--- config.mk ---
export PLATFORM = sky130hd
export DESIGN_NAME = pms_phy_mgmt_status
export DESIGN_NICKNAME = d
export VERILOG_FILES = /design/src/hw/pms_pkg.sv /design/src/hw/pms_phy_mgmt_status.sv
export SDC_FILE = /design/constraint.sdc
export NUM_CORES = 1
export LEC_CHECK = 0
export ABC_AREA = 1
export BUFFER_PORTS_ARGS = -buffer_cell sky130_fd_sc_hd__buf_2
export CORE_MARGIN = 8
export CORE_UTILIZATION = 54
export CTS_BUF_LIST = sky130_fd_sc_hd__clkbuf_4 sky130_fd_sc_hd__clkbuf_8
export CTS_CLUSTER_DIAMETER = 60
export DETAILED_ROUTE_END_ITERATION = 7
export MAX_ROUTING_LAYER = met4
export PLACE_DENSITY = 0.83
export SLEW_MARGIN = 0
export SYNTH_ARGS = -nofsm -noshare
export SYNTH_HDL_FRONTEND = slang
export SYNTH_SLANG_ARGS = --single-unit
--- constraint.sdc ---
create_clock -name sys_clk -period 1.4 [get_ports sys_clk]
set_clock_uncertainty 0.05 [all_clocks]
set_input_delay 0.07 -clock sys_clk [delete_from_list [all_inputs] [get_ports sys_clk]]
set_output_delay 0.07 -clock sys_clk [all_outputs]
set_load 0.02 [all_outputs]
--- src/hw/pms_pkg.sv ---
// Package: register map, field positions, reset values and timing for PHY management/status
package pms_pkg;
  // Register selector on the device-internal register port
  localparam logic [3:0] REG_MGMT_COMMAND       = 4'h0;
  localparam logic [3:0] REG_MGMT_STATUS        = 4'h1;
  localparam logic [3:0] REG_PHY_REG_ADDRESS    = 4'h2;
  localparam logic [3:0] REG_WRITE_DATA_LOW     = 4'h3;
  localparam logic [3:0] REG_WRITE_DATA_HIGH    = 4'h4;
  localparam logic [3:0] REG_READ_DATA_LOW      = 4'h5;
  localparam logic [3:0] REG_READ_DATA_HIGH     = 4'h6;
  localparam logic [3:0] REG_SILICON_REVISION   = 4'h7;
  // PHY register addresses
  localparam logic [4:0] PHY_CONTROL_ONE        = 5'h00;
  localparam logic [4:0] PHY_LATCHED_STATUS     = 5'h01;
  localparam logic [4:0] PHY_IDENT_HIGH         = 5'h02;
  localparam logic [4:0] PHY_IDENT_LOW          = 5'h03;
  localparam logic [4:0] PHY_LIVE_STATUS        = 5'h11;
  // Command bits
  localparam int CMD_SINGLE_READ_BIT = 0;
  localparam int CMD_SCAN_BIT        = 1;
  // Status bits
  localparam int ST_BUSY_BIT         = 0;
  localparam int ST_SCAN_BIT         = 1;
  localparam int ST_DATA_NOT_VALID_BIT       = 2;
  // Latched status bits
  localparam int LS_JABBER_BIT       = 1;
  localparam int LS_LINK_BIT         = 2;
  localparam int LS_HDPX_BIT         = 11;
  localparam int LS_FDPX_BIT         = 12;
  // Live status bits, then the control register duplex bit
  localparam int LV_POLARITY_BIT     = 5;
  localparam int LV_DUPLEX_BIT       = 9;
  localparam int LV_LINK_BIT         = 10;
  localparam int LV_COLLISION_BIT    = 11;
  localparam int LV_RECEIVE_BIT      = 12;
  localparam int LV_TRANSMIT_BIT     = 13;
  localparam int CTL_DUPLEX_BIT      = 8;
  // Identity values: arbitrary, not those of any real part
  localparam logic [15:0] IDENT_HIGH_VALUE   = 16'h1234;
  localparam logic [5:0]  IDENT_LOW_OUI_BITS = 6'h15;
  localparam logic [5:0]  PART_NUMBER_VALUE  = 6'h00;
  localparam logic [3:0]  REVISION_VALUE     = 4'h0;
  localparam logic [4:0]  SILICON_REV_VALUE  = 5'h01;
  // Reset values
  localparam logic [7:0]  MGMT_COMMAND_RESET = 8'h00;
  localparam logic [15:0] READ_DATA_RESET    = 16'h0000;
  // Management cycle time
  localparam real CLK_PERIOD_NS      = 20.0;
  localparam real MGMT_CYCLE_US      = 10.24;
  localparam int  MGMT_CYCLE_CLKS    = int'($floor(MGMT_CYCLE_US * 1000.0 / CLK_PERIOD_NS));
endpackage : pms_pkg

--- src/hw/pms_phy_mgmt_status.sv ---
// PHY management controller with PHY status and identification registers
`timescale 1ns/10ps
module pms_phy_mgmt_status #(
  parameter int unsigned CYCLE_CLKS = pms_pkg::MGMT_CYCLE_CLKS
) (
  input  wire logic        sys_clk,
  input  wire logic        rst_n,
  input  wire logic        reg_write_strobe,
  input  wire logic        reg_read_strobe,
  input  wire logic [3:0]  reg_select,
  input  wire logic [7:0]  reg_write_data,
  output logic      [7:0]  reg_read_data,
  input  wire logic        link_up_pin,
  input  wire logic        jabber_pin,
  input  wire logic        transmitting_pin,
  input  wire logic        receiving_pin,
  input  wire logic        collision_pin,
  input  wire logic        polarity_reversed_pin,
  input  wire logic        second_led_pin,
  output logic             phy_write_strobe,
  output logic      [4:0]  phy_write_address,
  output logic      [15:0] phy_write_value,
  output logic             full_duplex_mode
);
  import pms_pkg::*;

  typedef enum logic [2:0] {
    PMS_IDLE  = 3'b001,
    PMS_READ  = 3'b010,
    PMS_WRITE = 3'b100
  } pms_state_t;

  typedef struct packed {
    pms_state_t  state;
    logic        scan_enable;
    logic        single_read_request;
    logic        data_not_valid;
    logic [4:0]  phy_reg_address;
    logic [7:0]  write_data_low;
    logic [15:0] write_data_high_word;
    logic [15:0] mgmt_read_data;
    logic [15:0] cycle_count;
    logic        latched_link_up;
    logic        latched_jabber;
    logic        duplex_state;
    logic        strap_taken;
    logic [5:0]  sync1;
    logic [5:0]  sync2;
    logic [5:0]  sync3;
    logic [5:0]  live;
    logic [7:0]  rdata;
    logic        wstrobe;
  } pms_regs_t;

  pms_regs_t r_reg;
  pms_regs_t r_next;

  // Value of a PHY register as seen by the management engine
  function automatic logic [15:0] phy_value(input pms_regs_t s, input logic [4:0] a);
    logic [15:0] v;
    v = 16'h0000;
    unique case (a)
      PHY_CONTROL_ONE:
        v[CTL_DUPLEX_BIT] = s.duplex_state;
      PHY_LATCHED_STATUS:
      begin
        v[LS_FDPX_BIT]   = 1'b1;
        v[LS_HDPX_BIT]   = 1'b1;
        v[LS_LINK_BIT]   = s.latched_link_up;
        v[LS_JABBER_BIT] = s.latched_jabber;
      end
      PHY_IDENT_HIGH:
        v = IDENT_HIGH_VALUE;
      PHY_IDENT_LOW:
        v = {IDENT_LOW_OUI_BITS, PART_NUMBER_VALUE, REVISION_VALUE};
      PHY_LIVE_STATUS:
      begin
        v[LV_TRANSMIT_BIT]  = s.live[0];
        v[LV_RECEIVE_BIT]   = s.live[1];
        v[LV_COLLISION_BIT] = s.live[2];
        v[LV_LINK_BIT]      = s.live[3];
        v[LV_DUPLEX_BIT]    = s.duplex_state;
        v[LV_POLARITY_BIT]  = s.live[4];
      end
      default:
        v = 16'h0000;
    endcase
    return v;
  endfunction : phy_value

  logic [5:0]  pins;
  logic        busy;
  logic        cycle_done;
  logic        latched_read;

  assign pins = {jabber_pin, polarity_reversed_pin, link_up_pin, collision_pin,
                 receiving_pin, transmitting_pin};
  assign busy = (r_reg.state != PMS_IDLE);
  assign cycle_done = (r_reg.cycle_count == 16'(CYCLE_CLKS - 1));
  // Host fetch of read data low in the last cycle of a latched-status operation also counts as reading it
  assign latched_read = reg_read_strobe && (reg_select == REG_READ_DATA_LOW)
                        && cycle_done && (r_reg.phy_reg_address == PHY_LATCHED_STATUS);

  always_comb
  begin
    r_next = r_reg;
    r_next.wstrobe = 1'b0;
    // Three-stage pin synchronisers; change accepted once stages two and three agree
    r_next.sync1 = pins;
    r_next.sync2 = r_reg.sync1;
    r_next.sync3 = r_reg.sync2;
    // Filter: a one-cycle glitch never reaches the live copy
    for (int i = 0; i < 6; i++)
    begin
      if (r_reg.sync2[i] == r_reg.sync3[i])
      begin
        r_next.live[i] = r_reg.sync3[i];
      end
    end
    // Strap caught once after reset release
    // Taken raw: the strap is static, so no synchroniser delay is spent on it
    if (!r_reg.strap_taken)
    begin
      r_next.strap_taken = 1'b1;
      r_next.duplex_state = second_led_pin;
    end
    // Latched bits; a new event wins over the clear-on-read below
    if (r_reg.phy_reg_address == PHY_LATCHED_STATUS && r_reg.state == PMS_READ && cycle_done)
    begin
      r_next.latched_link_up = r_reg.live[3];
      r_next.latched_jabber  = r_reg.live[5];
    end
    if (!r_reg.live[3])
    begin
      r_next.latched_link_up = 1'b0;
    end
    if (r_reg.live[5])
    begin
      r_next.latched_jabber = 1'b1;
    end
    // Counter runs only while busy and is left at zero for the next operation
    // Engine
    if (busy)
    begin
      r_next.cycle_count = cycle_done ? 16'h0000 : r_reg.cycle_count + 16'h0001;
    end
    unique case (r_reg.state)
      PMS_IDLE:
      begin
        // A high-byte write in this cycle wins; the pending read follows it
        if (r_reg.scan_enable || r_reg.single_read_request)
        begin
          r_next.state = PMS_READ;
          r_next.data_not_valid = 1'b1;
        end
      end
      PMS_READ:
      begin
        if (cycle_done)
        begin
          r_next.mgmt_read_data = phy_value(r_reg, r_reg.phy_reg_address);
          r_next.data_not_valid = 1'b0;
          r_next.single_read_request = 1'b0;
          // Scan keeps cycling until enable is cleared, then busy drops
          if (!r_reg.scan_enable)
          begin
            r_next.state = PMS_IDLE;
          end
        end
      end
      PMS_WRITE:
      begin
        if (cycle_done)
        begin
          r_next.state = PMS_IDLE;
          r_next.wstrobe = 1'b1;
          if (r_reg.phy_reg_address == PHY_CONTROL_ONE)
          begin
            r_next.duplex_state = r_reg.write_data_high_word[CTL_DUPLEX_BIT];
          end
        end
      end
      default:
        r_next.state = PMS_IDLE;
    endcase
    // Host register writes
    if (reg_write_strobe)
    begin
      unique case (reg_select)
        REG_MGMT_COMMAND:
        begin
          // A pending single read survives a command write until it is served
          r_next.scan_enable = reg_write_data[CMD_SCAN_BIT];
          r_next.single_read_request = reg_write_data[CMD_SINGLE_READ_BIT]
                                       | (r_reg.single_read_request && busy);
        end
        REG_PHY_REG_ADDRESS:
          r_next.phy_reg_address = reg_write_data[4:0];
        REG_WRITE_DATA_LOW:
          r_next.write_data_low = reg_write_data;
        REG_WRITE_DATA_HIGH:
        begin
          // Ignored while busy: host is not allowed to overlap a scan
          if (!busy)
          begin
            r_next.write_data_high_word = {reg_write_data, r_reg.write_data_low};
            r_next.state = PMS_WRITE;
            r_next.cycle_count = 16'h0000;
          end
        end
        default:
          ;
      endcase
    end
    // Fetching read data low in the last cycle of a latched-status operation clears the latches
    if (latched_read)
    begin
      r_next.latched_link_up = r_reg.live[3];
      r_next.latched_jabber = r_reg.live[5];
    end
    // Host register reads
    // Registered, so read data trails the selector by one cycle
    unique case (reg_select)
      REG_MGMT_COMMAND:
        r_next.rdata = {6'h00, r_reg.scan_enable, r_reg.single_read_request};
      REG_MGMT_STATUS:
        r_next.rdata = {5'h00, r_reg.data_not_valid, r_reg.scan_enable && busy,
                        busy};
      REG_PHY_REG_ADDRESS:
        r_next.rdata = {3'h0, r_reg.phy_reg_address};
      REG_WRITE_DATA_LOW:
        r_next.rdata = r_reg.write_data_low;
      REG_WRITE_DATA_HIGH:
        r_next.rdata = r_reg.write_data_high_word[15:8];
      REG_READ_DATA_LOW:
        r_next.rdata = r_reg.mgmt_read_data[7:0];
      REG_READ_DATA_HIGH:
        r_next.rdata = r_reg.mgmt_read_data[15:8];
      REG_SILICON_REVISION:
        r_next.rdata = {3'h0, SILICON_REV_VALUE};
      default:
        r_next.rdata = 8'h00;
    endcase
  end

  always_ff @(posedge sys_clk)
  begin
    if (!rst_n)
    begin
      r_reg.state                <= PMS_IDLE;
      r_reg.scan_enable          <= MGMT_COMMAND_RESET[CMD_SCAN_BIT];
      r_reg.single_read_request  <= MGMT_COMMAND_RESET[CMD_SINGLE_READ_BIT];
      r_reg.data_not_valid       <= 1'b0;
      r_reg.phy_reg_address      <= 5'h00;
      r_reg.write_data_low       <= 8'h00;
      r_reg.write_data_high_word <= 16'h0000;
      r_reg.mgmt_read_data       <= READ_DATA_RESET;
      r_reg.cycle_count          <= 16'h0000;
      r_reg.latched_link_up      <= 1'b0;
      r_reg.latched_jabber       <= 1'b0;
      r_reg.duplex_state         <= 1'b0;
      r_reg.strap_taken          <= 1'b0;
      r_reg.sync1                <= 6'h00;
      r_reg.sync2                <= 6'h00;
      r_reg.sync3                <= 6'h00;
      r_reg.live                 <= 6'h00;
      r_reg.rdata                <= 8'h00;
      r_reg.wstrobe              <= 1'b0;
    end
    else
    begin
      r_reg <= r_next;
    end
  end

  assign reg_read_data     = r_reg.rdata;
  assign phy_write_strobe  = r_reg.wstrobe;
  assign phy_write_address = r_reg.phy_reg_address;
  assign phy_write_value   = r_reg.write_data_high_word;
  assign full_duplex_mode  = r_reg.duplex_state;
endmodule : pms_phy_mgmt_status

==> results of run 1 <==
-- stage by stage --
step / utilization, % / hold slack (ns) / TNS, ns / power [mW] / cells
2_1_floorplan: - / 0.0477 / 0 / 3.14 / 581
3_5_place_dp: 58.9 / 0.208 / -0.590 / 3.26 / 733
4_1_cts: 63.7 / 0.00376 / -0.00237 / 5.02 / 764
6_report: 65.8 / 0.00825 / -0.477 / 5.03 / 770
5_1_grt: 65.8 / 0.00703 / -2.20 / 5.21 / 770
3_3_place_gp: 58.9 / 0.205 / -0.0292 / 3.25 / 733
-- cell type report --
type	count	area (µm²)
Clock buffer	10	131
Clock inverter	6	57.6
Fill cell	617	2750
Inverter	83	314
Multi-Input combinational cell	360	1960
Sequential cell	99	1990
Tap cell	105	131
Timing Repair Buffer	107	716
-- how the worst min path moves through the flow --
stage / from / end / slack [ns] / depth (start not counted)
floorplan: rst_n / r_reg[33] / 0.05 / 0
global placement: jabber_pin / r_next[26] / 0.21 / 3
detailed placement: transmitting_pin / r_next[21] / 0.21 / 3
CTS: rst_n / r_reg[102] / 0.004 / 3
global route: second_led_pin / full_duplex_mode / 0.007 / 4
finish: second_led_pin / full_duplex_mode / 0.008 / 4
-- tightest hold or removal path: cells and delay by family --
kind | cells | cell delay (ns)
muxes | 1 | 0.14
and+or+nand+nor | 1 | 0.08
buffers and inverters | 1 | 0.07
AOI/OAI and AO/OA | 1 | 0.04
-- cell usage in the layout, fill, tap and decap left out, drive strengths merged, types with 5 or more instances in the layout --
master / count
a21oi: 33
o22ai: 7
nor2: 72
inv: 85
nand4: 5
dlygate4sd3: 15
o21ai: 45
nor3: 6
nand2: 147
nand3: 27
buf: 92
clkbuf: 10
dfxtp: 99
-- repair_timing --
item                       in CTS  in global routing
hold buffers                   15                  0
setup buffers                   0                  5
hold endpoints to repair       24                  0
setup endpoints to repair      31                 51
gates cloned                    0                  1
resized for setup              16                 40
pin swaps                       6                 14
-- power by group --
part           switching, mW  leakage (nW)  internal, mW
Clock                   1.06        0.0983         0.707
Sequential            0.0266         0.806          2.86
Combinational          0.227          1.58         0.148
Total                   1.32          2.49          3.71
-- layer usage --
metal / global-route usage [%] / vias up / part of all wire [%]
met5: - / - / 0
li1: - / 1961 / -
met1: 22.3 / 1820 / 41
met2: 31.2 / 167 / 48
met3: 3.99 / 48 / 6.8
met4: 11.7 / 0 / 4.1
-- kinds of logic (layout without fill, tap and decap cells) --
kind of cell	count (synthesis)	in the layout	share of synthesized area [%]
compound gates	94	94	12.7
xor+xnor	4	4	0.801
fa+ha+maj	2	2	0.515
buf+inv	123	206	13.7
flops	99	99	45.3
mux	1	1	0.257
simple gates	258	259	26.7
==> qor.csv, run 1 <==
metric,value,unit
Post-DRT Antenna Nets,0,
CP peak stage delay,0.37,ns
via count,3996,
Setup CP Type,flop to flop,
relative slew slack,73.8,%
Detail Placement HPWL,7.61,mm
CTS H-tree depth,3,
largest net degree at the start of global routing,26,
total grt overflow,0,
Inserted Clock Buffers,9,
die height,106,µm
dominant cell type by area after synthesis,dfxtp_1,
Reg-to-Reg End,r_reg[49],
Routability Congestion,0.928,
clk sinks,99,
"Clk pin slew, worst setup/hold paths",0.10,ns
drt pass-1 iters,7,
max reg flops,56,
Worst path depth,10,
Period minus WS final,1.47,ns
Post-synth top cells,"nand2_1 (139), dfxtp_1 (99), inv_1 (72)",
slew at the pin with the worst max-slew slack,0.391,ns
core area,8050,µm²
initial antenna violation count,0,
CP required,1.63,ns
ANT cells,0,
Top Ports,54,
area fraction of the dominant cell type after synthesis,45.3,%
max-cap check violation count,0,
synthesized area per cell,7.53,µm²
Fmax,0.680,GHz
Post-synth EDFFs,0,
Unique masters post-synth,40,
asr flop ratio synth,0,%
vias in the first global route,3852,
critical path startpoint,r_reg[37],
RSZ-0062 raised after global routing,yes,
Syn. warnings,0,
violated checks,negative setup slack,
"Area growth, synth to finish",21.2,%
cells along the critical path,ha_4 > inv_2 > nor2_4 > nand2_2 > nor2_4 > nand2_4 > nor2_4 > nand2_1 > nand2_1 > nor2_1,
die area,11200,µm²
most frequent CP cell,nor2_4,
DP Area,4740,µm²
Pwr Density,949,nW/µm²
most common cell in the netlist,nand2_1,
"Top FF cell, synth",dfxtp_1,
drt initial violations,285,
PnR worst setup slack,-0.0701,ns
status,"finished, violations left",
CTS tree,done,
Syn Inst Count,581,
Total Routed Length,11.0,mm
Clock Latency Late Sink,0.38,ns
Synth Net Count,605,
CP endpoint kind,flop,
type of the tightest min-delay check,input port to flop,
Crit-path slowest cell,dfxtp_2,
root buf cell,clkbuf_8,
Top delay family on crit path,simple AND/OR/NAND/NOR gates,
Worst Reg-to-Reg Cells,10,
WP data arrival,1.70,ns
Leakage,2.49,nW
global-route usage over all layers,19.5,%
share of cells above drive strength 1,29.9,%
fin area,5300,µm²
die width,106,µm
final number of max-transition violations,0,
reg2reg setup slack,-0.07,ns
initial core utilization,54.3,%
CP Max Fanout,4,
number of core rows,33,
Final setup viols,16,
Yosys reg bits,99,
routed vias/inst,5.19,
critical path endpoint,r_reg[49],
number of port buffers,53,
Synth area leaders,"dfxtp_1 (45%), nand2_1 (12%), inv_1 (6.2%)",
first-pass GRT wire length,17.4,mm
Routed WL per cell,14.3,µm
peak supply drop,0.000678,V
pre-CTS setup slack,-0.101,ns
fin crit share,105,%
"Net count, final",684,
Crit Reg-Reg Startpoint,r_reg[37],
Final Hold Viols,0,
CP startpoint kind,flop,
Longest Clk Path Bufs,2,
drt drc,0,
Post-Syn Area,4370,µm²
post-synthesis sequential area ratio,45.3,%
CP bufs+invs,1,
Note: power is estimated with default switching activity, not from simulation.
==> run 2: changes to the inputs <==
--- a/config.mk
+++ b/config.mk
@@ -7,13 +7,14 @@
 export LEC_CHECK = 0
 export ABC_AREA = 1
 export BUFFER_PORTS_ARGS = -buffer_cell sky130_fd_sc_hd__buf_2
+export CAP_MARGIN = 20
 export CORE_MARGIN = 8
-export CORE_UTILIZATION = 54
+export CORE_UTILIZATION = 60
 export CTS_BUF_LIST = sky130_fd_sc_hd__clkbuf_4 sky130_fd_sc_hd__clkbuf_8
 export CTS_CLUSTER_DIAMETER = 60
 export DETAILED_ROUTE_END_ITERATION = 7
 export MAX_ROUTING_LAYER = met4
-export PLACE_DENSITY = 0.83
+export PLACE_DENSITY = 0.87
 export SLEW_MARGIN = 0
 export SYNTH_ARGS = -nofsm -noshare
 export SYNTH_HDL_FRONTEND = slang
==> constraint.sdc (replaced) <==
create_clock -name sys_clk -period 1.9 [get_ports sys_clk]
set_clock_uncertainty 0.05 [all_clocks]
set_input_delay 0.095 -clock sys_clk [delete_from_list [all_inputs] [get_ports sys_clk]]
set_output_delay 0.095 -clock sys_clk [all_outputs]
set_load 0.02 [all_outputs]
==> qor.csv, run 2 (synthesis gave the netlist of run 1 again) <==
metric,value,unit
status,finished clean,
largest net degree at the start of global routing,29,
CP endpoint kind,flop,
type of the tightest min-delay check,input port to flop,
fin crit share,84.8,%
Post-CTS Resized,0,
initial antenna violation count,0,
CP Max Fanout,4,
final setup TNS,0,ns
die area,10300,µm²
number of core rows,31,
peak supply drop,0.000443,V
"commonest non-fill, non-tap cell in the layout",nand2_1,
Post-DRT Antenna Nets,0,
RSZ-0062 raised after global routing,no,
"Area growth, synth to finish",10.3,%
most frequent cells in the layout,"nand2_1 (139), dfxtp_1 (99), inv_1 (72)",
via count,3737,
WP data arrival,1.83,ns
relative slew slack,71.6,%
initial core utilization,61.0,%
Longest Clk Path Bufs,2,
"Clk pin slew, worst setup/hold paths",0.10,ns
Routed WL per cell,13.4,µm
die height,101,µm
core area,7180,µm²
Pwr Density,761,nW/µm²
clk sinks,99,
CP peak stage delay,0.37,ns
Crit-path slowest cell,dfxtp_1,
"Net count, final",646,
Min Hold Slack,0.0323,ns
Final Hold Viols,0,
routed vias/inst,5.15,
ANT cells,0,
Total Routed Length,9.71,mm
Leakage,2.25,nW
Final Util,67.3,%
DR top layer,met4,
fillers,587,
CTS tree,done,
Fmax,0.621,GHz
drt drc,0,
vias in the first global route,3455,
Inserted Clock Buffers,9,
slew at the pin with the worst max-slew slack,0.423,ns
max-cap check violation count,0,
final number of max-transition violations,0,
Period minus WS final,1.61,ns
CTS H-tree depth,3,
Final setup viols,0,
Routability Congestion,0.905,
global-route usage over all layers,20.0,%
drt pass-1 iters,5,
share of cells above drive strength 1,19.5,%
most frequent CP cell,nand2_1,
PnR worst setup slack,0.289,ns
cells along the critical path,ha_1 > inv_1 > nor2_2 > nand2_1 > nor2_2 > nand2_1 > nor2_1 > nand2_1 > nand2_1 > nor2_1,
root buf cell,clkbuf_8,
post-CTS setup buffers,0,
first-pass GRT wire length,15.9,mm
CP startpoint kind,flop,
wire length on met3,699,µm
Top Ports,54,
total grt overflow,0,
Clock Latency Late Sink,0.37,ns
die width,101,µm
Detail Placement HPWL,7.16,mm
pre-CTS setup slack,0.330,ns
number of port buffers,53,
CP required,2.12,ns
Power Total,3.67,mW
Setup CP Type,flop to flop,
Hold Buf Count CTS,13,
M1 wire length,4.29,mm
max reg flops,56,
DR WL met2,4.54,mm
drt initial violations,363,
## run 2: cell count changes in the layout (fill, tap and decap cells not counted), moves of 8 or more
| cell | change |
|---|---|
| buf_4 | -33 |
| dfxtp_1 | +10 |
| dfxtp_2 | -10 |
| nand2_1 | +11 |
| nand2_2 | -9 |
| nor2_1 | +8 |
## run 2: layout make-up
class                   instances  area (µm²)  area share, %
repair buffers                 70         425           8.82
clock inverters                 7        65.1           1.35
well taps                      99         124           2.57
inverters                      83         312           6.46
flip-flops and latches         99        1980           41.1
multi-input cells             359        1790           37.2
clock buffers                   9         124           2.57
## run 2: per-stage QoR
stage                     cells  area [µm²]
final                       726        4830
after CTS                   726        4830
after global routing        726        4830
after global placement      697        4510
after detailed placement    697        4510
after floorplan             581        4370
## run 2: worst paths after layout
| path | start | to | slack, ns | cells after the start |
|---|---|---|---|---|
| min reg2reg | r_next[26] | r_next[20] | 0.37 | 2 |
| min | reg_write_data[0] | phy_write_value[8] | 0.03 | 3 |
| max reg2reg | r_reg[37] | r_reg[49] | 0.29 | 10 |
| max | r_reg[37] | r_reg[49] | 0.29 | 10 |
## run 2: per-layer routing
layer / GRT usage [%] / up-vias
met2: 32.2 / 146
met3: 2.82 / 18
met1: 24.5 / 1686
met5: - / -
met4: 8.13 / 0
li1: - / 1887
## run 2: report_power, final
group | switching, mW | total (mW) | internal, mW
Sequential | 0.0177 | 2.12 | 2.11
Clock | 0.802 | 1.32 | 0.514
Combinational | 0.149 | 0.232 | 0.0827
## run 2: worst max-delay path, delay by kind of cell (launching register included)
kind / cells / cell delay [ns]
flip-flops: 1 / 0.37
AND/OR/NAND/NOR: 8 / 0.84
adder cells (fa/ha/maj): 1 / 0.20
buffers and inverters: 1 / 0.06
==> run 3: changes to the inputs <==
==> constraint.sdc (replaced) <==
create_clock -name sys_clk -period 1.5 [get_ports sys_clk]
set_clock_uncertainty 0.05 [all_clocks]
set_input_delay 0.075 -clock sys_clk [delete_from_list [all_inputs] [get_ports sys_clk]]
set_output_delay 0.075 -clock sys_clk [all_outputs]
set_load 0.02 [all_outputs]
==> qor.csv, run 3 (synthesis gave the netlist of run 1 again) <==
metric,value,unit
met2 GRT Util,33.1,%
initial antenna violation count,0,
pre-CTS setup slack,-0.0292,ns
largest net degree at the start of global routing,23,
die width,101,µm
Final Hold Viols,0,
Crit-path slowest cell,dfxtp_2,
CP peak stage delay,0.37,ns
Top Ports,54,
Net Switching,1.21,mW
PnR worst setup slack,-0.0300,ns
Period minus WS final,1.53,ns
CP startpoint kind,flop,
Routed WL per cell,14.0,µm
cells along the critical path,ha_4 > nand3_2 > nor2_4 > nand2_4 > nor2_8 > nand2_4 > nand3b_1 > nand2_1,
GRT met3 Usage,2.96,%
core area,7180,µm²
met1 usage,24.4,%
most frequent cells in the layout,"nand2_1 (134), dfxtp_1 (91), inv_1 (71)",
Longest Clk Path Bufs,2,
total grt overflow,0,
WP data arrival,1.75,ns
Inserted Clock Buffers,9,
Post-Place Cells,708,
type of the tightest min-delay check,input port to flop,
fin crit share,102,%
CTS tree,done,
Internal Power,3.47,mW
Routability Congestion,0.931,
Clock Latency Late Sink,0.37,ns
via count,3951,
CP Max Fanout,8,
"Net count, final",669,
Flop pwr share,57.6,%
routed vias/inst,5.28,
most frequent CP cell,nand2_4,
slew at the pin with the worst max-slew slack,0.424,ns
final std cells w/o fill,749,
"commonest non-fill, non-tap cell in the layout",nand2_1,
Combinational Power Share,7.4,%
ANT cells,0,
CP endpoint kind,flop,
Detail Placement HPWL,7.31,mm
global-route usage over all layers,20.4,%
CP bufs+invs,0,
initial core utilization,61.0,%
RSZ-0062 raised after global routing,yes,
die height,101,µm
share of cells above drive strength 1,26.0,%
Total Routed Length,10.5,mm
Leakage,2.38,nW
drt drc,0,
number of core rows,31,
layer carrying the most global-route usage,met2,
CTS H-tree depth,3,
max-cap check violation count,0,
clock power share,35.0,%
drt pass-1 iters,5,
first-pass GRT wire length,16.4,mm
peak supply drop,0.000591,V
violated checks,negative setup slack,
"Area growth, synth to finish",16.4,%
status,"finished, violations left",
final number of max-transition violations,0,
number of port buffers,53,
max reg flops,56,
Pwr Density,918,nW/µm²
Post-DRT Antenna Nets,0,
root buf cell,clkbuf_8,
"Clk pin slew, worst setup/hold paths",0.09,ns
Final setup viols,1,
vias in the first global route,3611,
drt initial violations,301,
Fmax,0.654,GHz
die area,10300,µm²
clk sinks,99,
relative slew slack,71.5,%
Top delay family on crit path,simple AND/OR/NAND/NOR gates,
Setup CP Type,flop to flop,
CP required,1.72,ns
Sw Share,25.8,%
[run 3: changes by cell type in the layout (fill, tap and decap cells not counted), sizes merged]
cell,change
dlygate4sd3,+1
inv,-1
buf,+22
clkbuf,+1
[run 3: worst min-delay path, stage by stage]
cell and delay, ns:
buf_2 0.18, o21ai_0 0.10, a21oi_1 0.04
[run 3: timing repair]
item | 4_1_cts | 5_1_grt
hold buffers | 14 | 0
hold endpoints to repair | 24 | 0
resized for setup | 2 | 34
pin swaps | 3 | 14
endpoints found under the setup margin | 4 | 33
buffers inserted | 1 | 10
[run 3: final cells by class]
| type | instances | area (µm²) |
|---|---|---|
| timing repair buffer | 93 | 608 |
| clock inverter | 6 | 55.1 |
| multi-input combinational | 359 | 1870 |
| sequential | 99 | 1990 |
| fill | 530 | 2080 |
| clock buffer | 10 | 131 |
| tap | 99 | 124 |
| inverter | 83 | 314 |
[run 3: through the flow]
| stage | util (%) | hold slack (ns) | setup TNS [ns] | instance area (µm²) | total power, mW |
|---|---|---|---|---|---|
| after global routing | 71.0 | 0.0295 | -0.956 | 5090 | 4.82 |
| final | 71.0 | 0.0252 | -0.0300 | 5090 | 4.67 |
| after global placement | 64.0 | 0.205 | 0 | 4590 | 3.02 |
| after floorplan | - | 0.0527 | 0 | 4370 | 2.93 |
| after detailed placement | 64.0 | 0.208 | -0.0506 | 4590 | 3.03 |
| after CTS | 68.7 | 0.00192 | -0.00906 | 4930 | 4.65 |
[run 3: final timing paths]
| check | startpoint | end | slack (ns) | cells past startpoint |
|---|---|---|---|---|
| max | r_reg[38] | r_reg[35] | -0.03 | 8 |
| min | rst_n | r_reg[90] | 0.03 | 3 |
| max reg2reg | r_reg[38] | r_reg[35] | -0.03 | 8 |
| min reg2reg | r_next[21] | r_next[15] | 0.37 | 2 |
[run 3: power groups by stage]
stage / Sequential, mW / Combinational, mW / Clock [mW]
after floorplan: 2.75 / 0.181 / 0
after global placement: 2.75 / 0.270 / 0
after detailed placement: 2.75 / 0.278 / 0
after CTS: 2.69 / 0.307 / 1.65
after global routing: 2.70 / 0.375 / 1.75
final: 2.69 / 0.346 / 1.64
[run 3: routing by layer]
metal  part of all wire, %  routed length (µm)  up-vias
li1                      -                   -     1936
met1                    41                4290     1783
met2                    48                5040      195
met3                   7.7                 801       37
met4                   3.2                 340        0
met5                     0                   0        -
